<file path="config.mk">
export PLATFORM = sky130hd
export DESIGN_NAME = three_wire_sensor_serial_port
export DESIGN_NICKNAME = d
export VERILOG_FILES = /design/src/serial_port_pkg.sv /design/src/burst_fifo.sv /design/src/three_wire_sensor_serial_port.sv
export SDC_FILE = /design/constraint.sdc
export NUM_CORES = 1
export LEC_CHECK = 0
export BUFFER_PORTS_ARGS = -buffer_cell sky130_fd_sc_hd__buf_2
export CORE_MARGIN = 5
export CORE_UTILIZATION = 30
export CTS_BUF_LIST = sky130_fd_sc_hd__clkbuf_4 sky130_fd_sc_hd__clkbuf_8 sky130_fd_sc_hd__clkbuf_16
export CTS_CLUSTER_DIAMETER = 120
export DETAILED_ROUTE_END_ITERATION = 8
export HOLD_SLACK_MARGIN = 0.1
export REMOVE_ABC_BUFFERS = 1
export SLEW_MARGIN = 5
export SYNTH_ARGS = -nofsm -noshare
export SYNTH_HDL_FRONTEND = slang
export SYNTH_SLANG_ARGS = --single-unit
</file>
<file path="constraint.sdc">
create_clock -name clk -period 4.4 [get_ports clk]
set_input_delay 0.88 -clock clk [delete_from_list [all_inputs] [get_ports clk]]
set_output_delay 0.88 -clock clk [all_outputs]
set_load 0.05 [all_outputs]
</file>
<file path="src/serial_port_pkg.sv">
package serial_port_pkg;

	// Register offsets.
	localparam logic [6:0] addr_part_identifier          = 7'h00;
	localparam logic [6:0] addr_silicon_revision         = 7'h01;
	localparam logic [6:0] addr_motion_flag_status       = 7'h02;
	localparam logic [6:0] addr_horizontal_displacement  = 7'h03;
	localparam logic [6:0] addr_vertical_displacement    = 7'h04;
	localparam logic [6:0] addr_surface_quality          = 7'h05;
	localparam logic [6:0] addr_exposure_time_high       = 7'h06;
	localparam logic [6:0] addr_exposure_time_low        = 7'h07;
	localparam logic [6:0] addr_brightest_pixel          = 7'h08;
	localparam logic [6:0] addr_pixel_total              = 7'h09;
	localparam logic [6:0] addr_darkest_pixel            = 7'h0a;
	localparam logic [6:0] addr_image_pixel_dump         = 7'h0b;
	localparam logic [6:0] addr_sensor_control           = 7'h0d;
	localparam logic [6:0] addr_soft_reset_trigger       = 7'h3a;
	localparam logic [6:0] addr_inverted_revision        = 7'h3f;
	localparam logic [6:0] addr_burst_readout_port       = 7'h63;

	// Field positions and values.
	localparam int         powerdown_bit                 = 1;
	localparam int         motion_flag_bit               = 7;
	localparam logic [7:0] soft_reset_key                = 8'h5a;
	localparam logic [7:0] sensor_control_reset          = 8'h00;
	localparam logic [7:0] motion_flag_reset             = 8'h00;
	localparam logic [7:0] burst_readout_value           = 8'h00;
	localparam logic [7:0] reserved_read_value           = 8'h00;
	localparam logic [2:0] burst_byte_count              = 3'h7;
	localparam logic [2:0] last_bit_index                = 3'h7;

	// Fifo shape for the burst output buffer.
	localparam int         burst_fifo_width              = 8;
	localparam int         burst_fifo_depth              = 8;

	// Host-side timing, kept for reference by the bench.
	localparam int         clk_period_ps                 = 4000;
	localparam int         write_write_gap_us            = 30;
	localparam int         write_read_gap_us             = 20;
	localparam int         read_address_data_delay_us    = 4;
	localparam int         read_read_gap_ns              = 500;
	localparam int         burst_exit_time_ns            = 250;
	localparam int         write_write_gap_cycles        = write_write_gap_us * 1000000 / clk_period_ps;
	localparam int         write_read_gap_cycles         = write_read_gap_us * 1000000 / clk_period_ps;
	localparam int         read_address_data_delay_cycles =
		read_address_data_delay_us * 1000000 / clk_period_ps;
	localparam int         burst_exit_time_cycles        = burst_exit_time_ns * 1000 / clk_period_ps;

	typedef enum logic [4:0] {
		st_idle    = 5'h01,
		st_address = 5'h02,
		st_write   = 5'h04,
		st_read    = 5'h08,
		st_locked  = 5'h10
	} port_state_e;

endpackage

</file>
<file path="src/burst_fifo.sv">
`timescale 1ns/1ps
`default_nettype none
module burst_fifo #(
	parameter int width = 8,
	parameter int depth = 8
) (
	input  wire logic             clk,
	input  wire logic             reset,
	input  wire logic             clk_en,
	input  wire logic             flush,
	input  wire logic             in_valid,
	output logic                  in_ready,
	input  wire logic [width-1:0] in_data,
	output logic                  out_valid,
	input  wire logic             out_ready,
	output logic      [width-1:0] out_data
);
	localparam int aw = $clog2(depth);

	logic [width-1:0] store [depth];
	logic [aw-1:0]    write_index;
	logic [aw-1:0]    read_index;
	logic [aw:0]      fill;
	logic             push;
	logic             pop;

	assign in_ready  = (fill != depth[aw:0]);
	assign out_valid = (fill != '0);
	assign push      = in_valid && in_ready;
	assign pop       = out_valid && out_ready;
	assign out_data  = store[read_index];

	always_ff @(posedge clk) begin
		if (reset || (clk_en && flush)) begin
			write_index <= '0;
			read_index  <= '0;
			fill        <= '0;
		end else if (clk_en) begin
			if (push) begin
				write_index <= (write_index == aw'(depth - 1)) ? '0 : write_index + 1'b1;
			end
			if (pop) begin
				read_index <= (read_index == aw'(depth - 1)) ? '0 : read_index + 1'b1;
			end
			fill <= fill + (aw+1)'(push) - (aw+1)'(pop);
		end
	end

	always_ff @(posedge clk) begin
		if (clk_en && push) begin
			store[write_index] <= in_data;
		end
	end
endmodule
`default_nettype wire

</file>
<file path="src/three_wire_sensor_serial_port.sv">
`timescale 1ns/1ps
`default_nettype none
// Summary of operation
// - Chip select high: ignore clock and data, data line undriven.
// - Host starts every transfer and supplies the clock; device never initiates.
// - Chip select rising mid-transaction abandons it and idles the port.
// - Write: direction one, seven-bit address, then data; sampled on rising edge.
// - Read: address byte with direction zero, device drives data byte.
// - Read data changes on falling edges; inputs sampled on rising edges.
// - Read bit held until the next falling edge.
// - Burst address returns seven motion bytes in fixed order.
// - Chip select high ends a burst at any byte boundary.
// - Burst values captured at last address bit, shifted back to back.
// - After a burst, port refuses transfers until chip select rises.
// - Reset pin low or key write to soft reset register resets all.
// - During reset, pins ignored and illumination output undriven.
// - Control bit one enters power-down, left only by a full reset.
module three_wire_sensor_serial_port
	import serial_port_pkg::*;
#(
	parameter logic [7:0] part_identifier_value  = 8'h3c, // Arbitrary value.
	parameter logic [7:0] silicon_revision_value = 8'h05  // Arbitrary value.
) (
	input  wire logic       clk,
	input  wire logic       reset,
	input  wire logic       clk_en,
	input  wire logic       hw_reset_n,
	input  wire logic       port_select_n,
	input  wire logic       serial_clock,
	input  wire logic       data_in,
	output logic            data_out,
	output logic            data_oe,
	output logic            illumination_drive,
	output logic            illumination_oe,
	output logic            illumination_low_current,
	input  wire logic [7:0] horizontal_displacement,
	input  wire logic [7:0] vertical_displacement,
	input  wire logic [7:0] surface_quality,
	input  wire logic [7:0] exposure_time_high,
	input  wire logic [7:0] exposure_time_low,
	input  wire logic [7:0] brightest_pixel,
	input  wire logic [7:0] pixel_total,
	input  wire logic [7:0] darkest_pixel,
	input  wire logic [7:0] image_pixel_dump,
	input  wire logic       motion_event,
	input  wire logic       illumination_request,
	output logic            motion_read_clear,
	output logic            pixel_dump_write,
	output logic [7:0]      pixel_dump_data,
	output logic            device_reset
);
	// ==========================================================
	// Input synchronisers.
	// ==========================================================
	logic [1:0] sync_select_n;
	logic [1:0] sync_sclk;
	logic [1:0] sync_data;
	logic [1:0] sync_reset_n;
	logic       sclk_last;
	logic       select_n;
	logic       sclk_rise;
	logic       sclk_fall;

	always_ff @(posedge clk) begin
		if (reset) begin
			sync_select_n <= 2'h3;
			sync_sclk     <= 2'h3;
			sync_data     <= 2'h0;
			sync_reset_n  <= 2'h0;
			sclk_last     <= 1'b1;
		end else if (clk_en) begin
			sync_select_n <= {sync_select_n[0], port_select_n};
			sync_sclk     <= {sync_sclk[0], serial_clock};
			sync_data     <= {sync_data[0], data_in};
			sync_reset_n  <= {sync_reset_n[0], hw_reset_n};
			sclk_last     <= sync_sclk[1];
		end
	end

	assign select_n  = sync_select_n[1];
	assign sclk_rise = !select_n && sync_sclk[1] && !sclk_last;
	assign sclk_fall = !select_n && !sync_sclk[1] && sclk_last;

	// ==========================================================
	// Device reset: pin or soft-reset key.
	// ==========================================================
	logic soft_reset;
	logic full_reset;

	assign full_reset   = reset || !sync_reset_n[1] || soft_reset;
	assign device_reset = reset || !sync_reset_n[1] || soft_reset;

	// ==========================================================
	// Serial state machine.
	// ==========================================================
	port_state_e state;
	logic [7:0]  shift_in;
	logic [2:0]  bit_count;
	logic [6:0]  address;
	logic [7:0]  shift_out;
	logic        burst_mode;
	logic [2:0]  burst_left;
	logic        write_done;
	logic        read_start;
	logic [7:0]  next_shift_in;

	assign next_shift_in = {shift_in[6:0], sync_data[1]};
	assign write_done    = (state == st_write) && sclk_rise && (bit_count == last_bit_index);
	assign read_start    = (state == st_address) && sclk_rise
		&& (bit_count == last_bit_index) && !shift_in[6];

	always_ff @(posedge clk) begin
		if (full_reset) begin
			state     <= st_idle;
			bit_count <= '0;
			shift_in  <= '0;
			address   <= '0;
		end else if (clk_en) begin
			if (select_n) begin
				state     <= st_idle;
				bit_count <= '0;
			end else begin
				case (state)
					st_idle: begin
						state <= st_address;
					end
					st_address: begin
						if (sclk_rise) begin
							shift_in  <= next_shift_in;
							bit_count <= bit_count + 3'h1;
							if (bit_count == last_bit_index) begin
								address <= next_shift_in[6:0];
								state   <= next_shift_in[7] ? st_write : st_read;
							end
						end
					end
					st_write: begin
						if (sclk_rise) begin
							shift_in  <= next_shift_in;
							bit_count <= bit_count + 3'h1;
							if (bit_count == last_bit_index) begin
								state <= st_address;
							end
						end
					end
					st_read: begin
						if (sclk_rise) begin
							bit_count <= bit_count + 3'h1;
							if (bit_count == last_bit_index) begin
								if (burst_mode && burst_left == 3'h0) begin
									state <= st_locked;
								end else if (!burst_mode) begin
									state <= st_address;
								end
							end
						end
					end
					st_locked: begin
						state <= st_locked;
					end
					default: begin
						state <= st_idle;
					end
				endcase
			end
		end
	end

	// ==========================================================
	// Writable registers.
	// ==========================================================
	logic [7:0] sensor_control;
	logic       motion_flag;

	always_ff @(posedge clk) begin
		if (full_reset) begin
			sensor_control <= sensor_control_reset;
			soft_reset     <= 1'b0;
		end else if (clk_en) begin
			soft_reset <= 1'b0;
			if (write_done && !select_n) begin
				if (address == addr_sensor_control) begin
					sensor_control[powerdown_bit] <= sensor_control[powerdown_bit]
						| next_shift_in[powerdown_bit];
					sensor_control[7:2] <= next_shift_in[7:2];
					sensor_control[0]   <= next_shift_in[0];
				end
				if (address == addr_soft_reset_trigger && next_shift_in == soft_reset_key) begin
					soft_reset <= 1'b1;
				end
			end
		end
	end

	always_ff @(posedge clk) begin
		if (full_reset) begin
			pixel_dump_write  <= 1'b0;
			pixel_dump_data   <= '0;
			motion_read_clear <= 1'b0;
		end else if (clk_en) begin
			pixel_dump_write  <= write_done && address == addr_image_pixel_dump;
			motion_read_clear <= write_done && address == addr_motion_flag_status;
			if (write_done && address == addr_image_pixel_dump) begin
				pixel_dump_data <= next_shift_in;
			end
		end
	end

	always_ff @(posedge clk) begin
		if (full_reset) begin
			motion_flag <= motion_flag_reset[motion_flag_bit];
		end else if (clk_en) begin
			if (motion_event) begin
				motion_flag <= 1'b1;
			end else if (write_done && address == addr_motion_flag_status) begin
				motion_flag <= 1'b0;
			end
		end
	end

	// ==========================================================
	// Read mux.
	// ==========================================================
	function automatic logic [7:0] read_value(input logic [6:0] a);
		case (a)
			addr_part_identifier:         read_value = part_identifier_value;
			addr_silicon_revision:        read_value = silicon_revision_value;
			addr_motion_flag_status:      read_value = {motion_flag, 7'h00};
			addr_horizontal_displacement: read_value = horizontal_displacement;
			addr_vertical_displacement:   read_value = vertical_displacement;
			addr_surface_quality:         read_value = surface_quality;
			addr_exposure_time_high:      read_value = exposure_time_high;
			addr_exposure_time_low:       read_value = exposure_time_low;
			addr_brightest_pixel:         read_value = brightest_pixel;
			addr_pixel_total:             read_value = pixel_total;
			addr_darkest_pixel:           read_value = darkest_pixel;
			addr_image_pixel_dump:        read_value = image_pixel_dump;
			addr_sensor_control:          read_value = sensor_control;
			addr_inverted_revision:       read_value = ~silicon_revision_value;
			addr_burst_readout_port:      read_value = burst_readout_value;
			default:                      read_value = reserved_read_value;
		endcase
	endfunction

	// ==========================================================
	// Burst capture into the output buffer.
	// ==========================================================
	logic [7:0] burst_bytes [7];
	logic [2:0] load_index;
	logic       loading;
	logic       fifo_in_ready;
	logic       fifo_out_valid;
	logic       fifo_pop;
	logic [7:0] fifo_out_data;
	logic       burst_request;

	assign burst_request = read_start && next_shift_in[6:0] == addr_burst_readout_port;

	always_ff @(posedge clk) begin
		if (full_reset) begin
			loading    <= 1'b0;
			load_index <= '0;
			for (int i = 0; i < 7; i++) begin
				burst_bytes[i] <= '0;
			end
		end else if (clk_en) begin
			if (burst_request && !select_n) begin
				burst_bytes[0] <= horizontal_displacement;
				burst_bytes[1] <= vertical_displacement;
				burst_bytes[2] <= surface_quality;
				burst_bytes[3] <= exposure_time_high;
				burst_bytes[4] <= exposure_time_low;
				burst_bytes[5] <= brightest_pixel;
				burst_bytes[6] <= pixel_total;
				loading        <= 1'b1;
				load_index     <= '0;
			end else if (loading && fifo_in_ready) begin
				load_index <= load_index + 3'h1;
				if (load_index == burst_byte_count - 3'h1) begin
					loading <= 1'b0;
				end
			end
		end
	end

	burst_fifo #(
		.width (burst_fifo_width),
		.depth (burst_fifo_depth)
	) output_buffer (
		.clk       (clk),
		.reset     (full_reset),
		.clk_en    (clk_en),
		.flush     (select_n),
		.in_valid  (loading),
		.in_ready  (fifo_in_ready),
		.in_data   (burst_bytes[load_index]),
		.out_valid (fifo_out_valid),
		.out_ready (fifo_pop),
		.out_data  (fifo_out_data)
	);

	// ==========================================================
	// Read data shifter, driven on falling edges.
	// ==========================================================
	logic byte_loaded;

	assign fifo_pop = burst_mode && fifo_out_valid && !byte_loaded && !select_n;

	always_ff @(posedge clk) begin
		if (full_reset) begin
			shift_out   <= '0;
			burst_mode  <= 1'b0;
			burst_left  <= '0;
			byte_loaded <= 1'b0;
			data_out    <= 1'b0;
		end else if (clk_en) begin
			if (select_n) begin
				burst_mode  <= 1'b0;
				byte_loaded <= 1'b0;
			end else begin
				if (read_start) begin
					burst_mode  <= burst_request;
					burst_left  <= burst_byte_count - 3'h1;
					byte_loaded <= !burst_request;
					shift_out   <= read_value(next_shift_in[6:0]);
				end else if (fifo_pop) begin
					shift_out   <= fifo_out_data;
					byte_loaded <= 1'b1;
				end
				if (state == st_read && sclk_fall && byte_loaded) begin
					data_out  <= shift_out[7];
					shift_out <= {shift_out[6:0], 1'b0};
				end
				if (state == st_read && sclk_rise && bit_count == last_bit_index) begin
					byte_loaded <= 1'b0;
					if (burst_mode && burst_left != 3'h0) begin
						burst_left <= burst_left - 3'h1;
					end
				end
			end
		end
	end

	always_ff @(posedge clk) begin
		if (full_reset) begin
			data_oe <= 1'b0;
		end else if (clk_en) begin
			if (select_n) begin
				data_oe <= 1'b0;
			end else if (state == st_read && sclk_fall) begin
				data_oe <= 1'b1;
			end else if (state != st_read && sclk_fall) begin
				data_oe <= 1'b0;
			end
		end
	end

	// ==========================================================
	// Illumination and power-down.
	// ==========================================================
	always_ff @(posedge clk) begin
		if (full_reset) begin
			illumination_oe          <= 1'b0;
			illumination_drive       <= 1'b0;
			illumination_low_current <= 1'b0;
		end else if (clk_en) begin
			illumination_oe          <= 1'b1;
			illumination_low_current <= sensor_control[powerdown_bit];
			illumination_drive       <= illumination_request && !sensor_control[powerdown_bit];
		end
	end
endmodule
`default_nettype wire

</file>
==> impl_metrics.csv, run 1 <==
group,metric,value,unit
status,status,"completed",
routing,drtIter0Drc,446,
flow_run,cap_violations,0,
yosys,synth_common_cells,"edfxtp_1, dfxtp_1, nor2_1",
floorplanning,rows,66,
setup_path,crit_chain,"buf_2 -> nor3b_2 -> buf_4 -> inv_2 -> buf_2",
cts,clock_latency,0.51,ns
routing,ant_nets,0,
cts,cts_max_level,1,
setup_path,rr_endpoint,"burst_bytes[4][3]",
cts,hold_buffers,0,
global_routing,grt_max_degree,48,
sta,maxSlewHeadroom,38.32,%
yosys,ys.flop_type,"edfxtp_1",
setup_path,cp_max_fo,24,
floorplanning,ios,97,
floorplanning,die_area,36520,um^2
sta,hold_viol,0,
global_routing,antenna_found_initial,0,
pwr,power_density,349.1,nW/um^2
placed_design,gp_congestion,0.8412,
yosys,synth_edf_count,120,
setup_path,required,3.52,ns
setup_path,startpoint,"reset",
yosys,yosysWarningCount,0,
setup_path,endpoint,"device_reset",
yosys,avgSynthCellArea,11.55,um^2
layout,num_antenna_cells,0,
routing,drt_pass1_iterations,5,
setup_path,worstSetupStartpointType,"input pin",
yosys,synthCells,852,
routing,via_per_inst,4.914,
sta,fin_hold_ws,0.4600,ns
cts,cts.clk_slew.worst_paths,0.06,ns
sta,rsz0062_at_grt,"no",
placed_design,port_buffers,96,
layout,nFillCells,3230,
setup_path,end_kind,"primary output",
setup_path,crit_arrival,1.99,ns
global_routing,grt_pass1_wl,39740,um
yosys,synth_top_area_share,36.62,%
sta,slew_violations,0,
sta,fmax,348.5,MHz
yosys,synth-seq-cells,209,
hold_path,min_path_type,"flip-flop to flip-flop",
pwr,leakage,0.003992,uW
placed_design,place_hpwl,18180,um
cts,cts_max_path_buffers,3,
cts,cts_sinks,209,
layout,layout-drive-gt1-share,21.53,%
yosys,yosys.area.top_type,"edfxtp_1",
hold_path,hold_path_depth,1,
yosys,yosysMostFrequentCell,"edfxtp_1",
cts,cts_root_buffer,"clkbuf_16",
cts,cts_buffers,23,
routing,drcViolationCount,0,
cts,cts_tree,"yes",
cts,cts_resized,0,
layout,nets,1033,
sta,setup_viol,0,
yosys,ys_seq_area_share,54.73,%
setup_path,r2r_cells,7,
setup_path,crit_type,"input pin to primary output",
floorplanning,core_area,32450,um^2
setup_path,rrSetupSlack,1.65,ns
sta,fin_crit_sh,65.22,%
global_routing,grt_pass1_vias,6816,
pwr,ir_drop,0.0002437,V
floorplanning,initial_utilization,30.32,%
setup_path,crit_top_cell,"buf_2",
setup_path,cpPeakStageDelay,0.32,ns
sta,skew,0.01379,ns
cts,post_cts_buffers,0,
layout,syn_to_final_growth,16.95,%
setup_path,rr_startpoint,"shift_in[2]",
global_routing,grt_usage,13.86,%
routing,routed_wl,25420,um
floorplanning,chipWidth,191.1,um
yosys,yosysUniqueCellTypes,70,
sta,layout_min_cycle_time,2.870,ns
sta,worst_pin_slew,0.9240,ns
sta,tns,0,ns
routing,dr_total_vias,6850,
yosys,ys_top_cells_by_area,"edfxtp_1, dfxtp_1, mux2i_1, mux4_2, and2_1",
setup_path,critPathSlowestCell,"buf_4",
routing,routedWlPerCell,18.23,um
floorplanning,die_y,191.1,um
global_routing,grt_overflow_total,0,
yosys,syn_area,9839,um^2
yosys,synthArstFlopShare,0,%
-- logic make-up after synthesis --
group | Yosys count | synth area share [%]
and+or+nand+nor | 308 | 16.25
AOI/OAI and AO/OA | 135 | 8.978
DFF | 209 | 54.73
xor gates and xnor gates | 7 | 0.6231
buffers and inverters | 72 | 2.886
adders and majority gates | 17 | 2.238
muxes | 104 | 14.29
-- power breakdown --
part,internal [uW],switching [uW],total (uW)
Combinational,55.6,75.7,131
Sequential,2070,10.0,2080
Clock,1040,771,1810
-- state kept, by name, indices dropped and copies added, names as in the netlist, 3 cells and up, named ones only --
signal / count
output_buffer.store: 64
shift_in: 7
shift_out: 8
load_index: 3
burst_left: 3
sensor_control: 8
state: 5
address: 7
pixel_dump_data: 8
output_buffer.read_index: 3
output_buffer.fill: 4
bit_count: 3
output_buffer.write_index: 3
burst_bytes: 56
-- placed cells by master (no fill, tap or decap), types with 6 or more instances in the layout --
| cell | count |
|---|---|
| clkbuf_16 | 23 |
| dfxtp_1 | 88 |
| mux4_2 | 28 |
| nor3_1 | 17 |
| nand2b_1 | 8 |
| buf_2 | 96 |
| inv_1 | 15 |
| a21oi_1 | 39 |
| o21ai_1 | 7 |
| nand4_1 | 11 |
| nor2b_1 | 16 |
| nor3b_1 | 8 |
| mux2_2 | 12 |
| o21ai_0 | 27 |
| ha_1 | 16 |
| edfxtp_1 | 120 |
| or3_1 | 7 |
| buf_4 | 18 |
| nor2_1 | 87 |
| a31oi_1 | 8 |
| mux2i_1 | 64 |
| a211o_1 | 6 |
| and2_1 | 57 |
| nand2_1 | 50 |
| nand3_1 | 17 |
-- final cells by class --
cell class / instances / area [um^2] / area share [%]
clock buffer: 26 / 598.1 / 5.197
clock inverter: 16 / 113.9 / 0.9895
inverter: 16 / 60.06 / 0.5219
multi-input combinational: 571 / 4180 / 36.33
sequential: 209 / 5386 / 46.81
tap: 442 / 553.0 / 4.806
timing repair buffer: 114 / 615.6 / 5.350
-- metal layers --
metal  global-route usage, %  part of all wire (%)  wire length, um  vias to the layer above
met5                       0                     0                0                        -
met4                   2.597                   1.2              301                        0
met3                   2.264                   4.9             1257                       21
met2                   23.47                    49            12500                      164
met1                   18.97                    45            11360                     3364
li1                        -                     -                -                     3301
-- critical path, delay by kind of cell --
kind / cells / cell delay, ns
buf+inv: 4 / 0.92
simple gates: 1 / 0.16
-- through the flow --
| stage | util [%] | cells | total power (uW) | area (um^2) | worst slack, ns |
|---|---|---|---|---|---|
| floorplan | - | 796 | 2167 | 9615 | -0.005560 |
| global placement | 33.26 | 1352 | 2250 | 10800 | 1.518 |
| detailed placement | 33.26 | 1352 | 2250 | 10800 | 1.514 |
| CTS | 35.46 | 1394 | 4064 | 11510 | 1.538 |
| global route | 35.46 | 1394 | 4164 | 11510 | 1.425 |
| finish | 35.46 | 1394 | 4017 | 11510 | 1.530 |
-- how the worst min path moves through the flow --
stage	start	to	slack (ns)
5_1_grt	sync_select_n[0]	sync_select_n[1]	0.47
4_1_cts	sync_sclk[0]	sync_sclk[1]	0.46
3_3_place_gp	sync_select_n[0]	sync_select_n[1]	0.44
3_5_place_dp	sync_sclk[0]	sync_sclk[1]	0.45
2_1_floorplan	sync_sclk[0]	sync_sclk[1]	0.43
6_report	sync_select_n[0]	sync_select_n[1]	0.46
Power figures use the tool's default switching activity.
==> run 2: changes to the inputs <==
clock period = 2.7 ns   (was 4.4 ns; I/O delays follow)
==> run 2 against run 1 <==
  * Total power increased by 69%
  * Routed wire length grew 1.0%
  * Register-to-register slack worse by 1.3 ns
  * Critical path type is now flip-flop to flip-flop
  * Critical endpoint is now shift_out[0]
  * Highest routed layer unchanged
==> impl_metrics.csv, run 2 (synthesis gave the netlist of run 1 again) <==
group,metric,value,unit
status,status,"completed",
floorplanning,die_area,36520,um^2
layout,regMostFlops,"output_buffer.store",
setup_path,crit_type,"flip-flop to flip-flop",
sta,maxSlewHeadroom,58.51,%
layout,top_regs,"output_buffer.store x64, burst_bytes x56",
setup_path,rr_startpoint,"bit_count[0]",
cts,hold_buffers,0,
routing,via_per_inst,4.901,
hold_path,min_path_type,"input pin to flip-flop",
setup_path,rrSetupSlack,0.35,ns
setup_path,critPathSlowestCell,"dfxtp_1",
global_routing,grt_max_degree,40,
layout,finalNonFillerCells,1423,
global_routing,grt_pass1_wl,40000,um
sta,skew,0.01597,ns
global_routing,antenna_found_initial,0,
layout,num_antenna_cells,0,
sta,fin_crit_sh,86.92,%
cts,cts_resized,0,
pwr,ir_drop,0.0003791,V
pwr,power_density,572.4,nW/um^2
layout,postLayoutCoreUtil,36.49,%
setup_path,rr_endpoint,"shift_out[0]",
setup_path,end_kind,"flip-flop",
setup_path,required,3.09,ns
placed_design,place_inst,1382,
sta,fmax,426.1,MHz
global_routing,grt_overflow_total,0,
setup_path,crit_top_cell,"ha_1",
cts,cts_max_level,1,
cts,cts_tree,"yes",
setup_path,startpoint,"bit_count[0]",
routing,drcViolationCount,0,
layout,syn_to_final_growth,20.35,%
global_routing,grt_pass1_vias,6917,
sta,worst_pin_slew,0.6209,ns
routing,drtIter0Drc,464,
placed_design,gp_congestion,0.8501,
cts,post_cts_buffers,0,
global_routing,grt_usage,13.90,%
sta,hold_viol,0,
routing,ant_nets,0,
layout,final_cell_mix,"edfxtp_1, buf_2, dfxtp_1",
cts,cts_sinks,209,
hold_path,worstHoldStart,"serial_clock",
routing,routed_wl,25680,um
cts,cts_buffers,23,
setup_path,cpPeakStageDelay,0.38,ns
setup_path,r2r_cells,8,
setup_path,worstSetupStartpointType,"flip-flop",
sta,slew_violations,0,
setup_path,cp_max_fo,7,
sta,setup_viol,0,
floorplanning,ios,97,
sta,rsz0062_at_grt,"no",
floorplanning,core_area,32450,um^2
floorplanning,initial_utilization,30.32,%
setup_path,crit_chain,"ha_1 -> ha_1 -> and4bb_1 -> and4_1 -> o21a_1 -> or2_1 -> o22ai_1 -> a41o_1",
floorplanning,die_y,191.1,um
hold_path,hold_end,"sync_sclk[0]",
routing,routedWlPerCell,18.04,um
sta,layout_min_cycle_time,2.347,ns
placed_design,port_buffers,96,
sta,fin_hold_ws,0.2461,ns
cts,cts_root_buffer,"clkbuf_16",
layout,nets,1063,
layout,largest_reg_flops,64,
cts,clock_latency,0.50,ns
hold_path,hold_path_depth,2,
routing,drt_pass1_iterations,5,
pwr,report.power.total,6778,uW
pwr,leakage,0.004214,uW
floorplanning,rows,66,
cts,cts.clk_slew.worst_paths,0.06,ns
cts,cts_max_path_buffers,3,
layout,final_common_cell,"edfxtp_1",
layout,layout-drive-gt1-share,24.16,%
routing,dr_total_vias,6974,
setup_path,crit_arrival,2.74,ns
floorplanning,chipWidth,191.1,um
flow_run,cap_violations,0,
placed_design,place_hpwl,18880,um
-- run 2: cell types whose count changed in the layout (fill, tap and decap cells not counted) --
cell	previous run	this run
buf_4	18	44
buf_12	0	4
clkinv_1	5	2
clkinvlp_2	3	0
bufinv_16	1	3
clkbuf_8	0	2
clkinv_2	2	4
clkinvlp_4	3	1
inv_4	0	2
clkbuf_4	3	4
clkinv_4	1	0
inv_6	1	0
-- run 2: power breakdown --
part | switching (uW) | internal (uW) | total, uW
Sequential | 12.4 | 3370 | 3380
Combinational | 131 | 97.9 | 229
Clock | 1230 | 1940 | 3170
-- run 2: worst max path at each step --
stage	to	slack, ns
after floorplan	burst_bytes[0][0]	-1.37
after global placement	sensor_control[7]	0.22
after detailed placement	sensor_control[0]	0.19
after CTS	sensor_control[0]	0.34
after global routing	shift_out[2]	0.20
final	shift_out[0]	0.35
-- run 2: layout make-up --
class | count | area [um^2]
inverter | 16 | 60.06
clock buffer | 29 | 633.1
fill | 3167 | 20610
multi-input combinational | 571 | 4180
tap | 442 | 553.0
clock inverter | 12 | 137.6
timing repair buffer | 144 | 890.9
sequential | 209 | 5386
-- run 2: stage by stage --
step / setup TNS, ns / setup WS [ns] / area (um^2)
detailed placement: 0 / 0.1877 / 11070
global route: 0 / 0.1979 / 11840
finish: 0 / 0.3531 / 11840
floorplan: -145.04 / -1.366 / 9615
CTS: 0 / 0.3416 / 11840
global placement: 0 / 0.2150 / 11070
-- run 2: worst max-delay path, delay by kind of cell (launching register included) --
| kind | cells | cell delay (ns) |
|---|---|---|
| simple gates | 3 | 0.89 |
| compound gates | 3 | 0.55 |
| fa+ha+maj | 2 | 0.41 |
| flops | 1 | 0.38 |
-- run 2: metal layers --
| metal | part of all wire, % | track usage [%] |
|---|---|---|
| met5 | 0 | 0 |
| met4 | 1.8 | 2.624 |
| met3 | 4.1 | 1.552 |
| met2 | 48 | 23.73 |
| met1 | 46 | 19.33 |
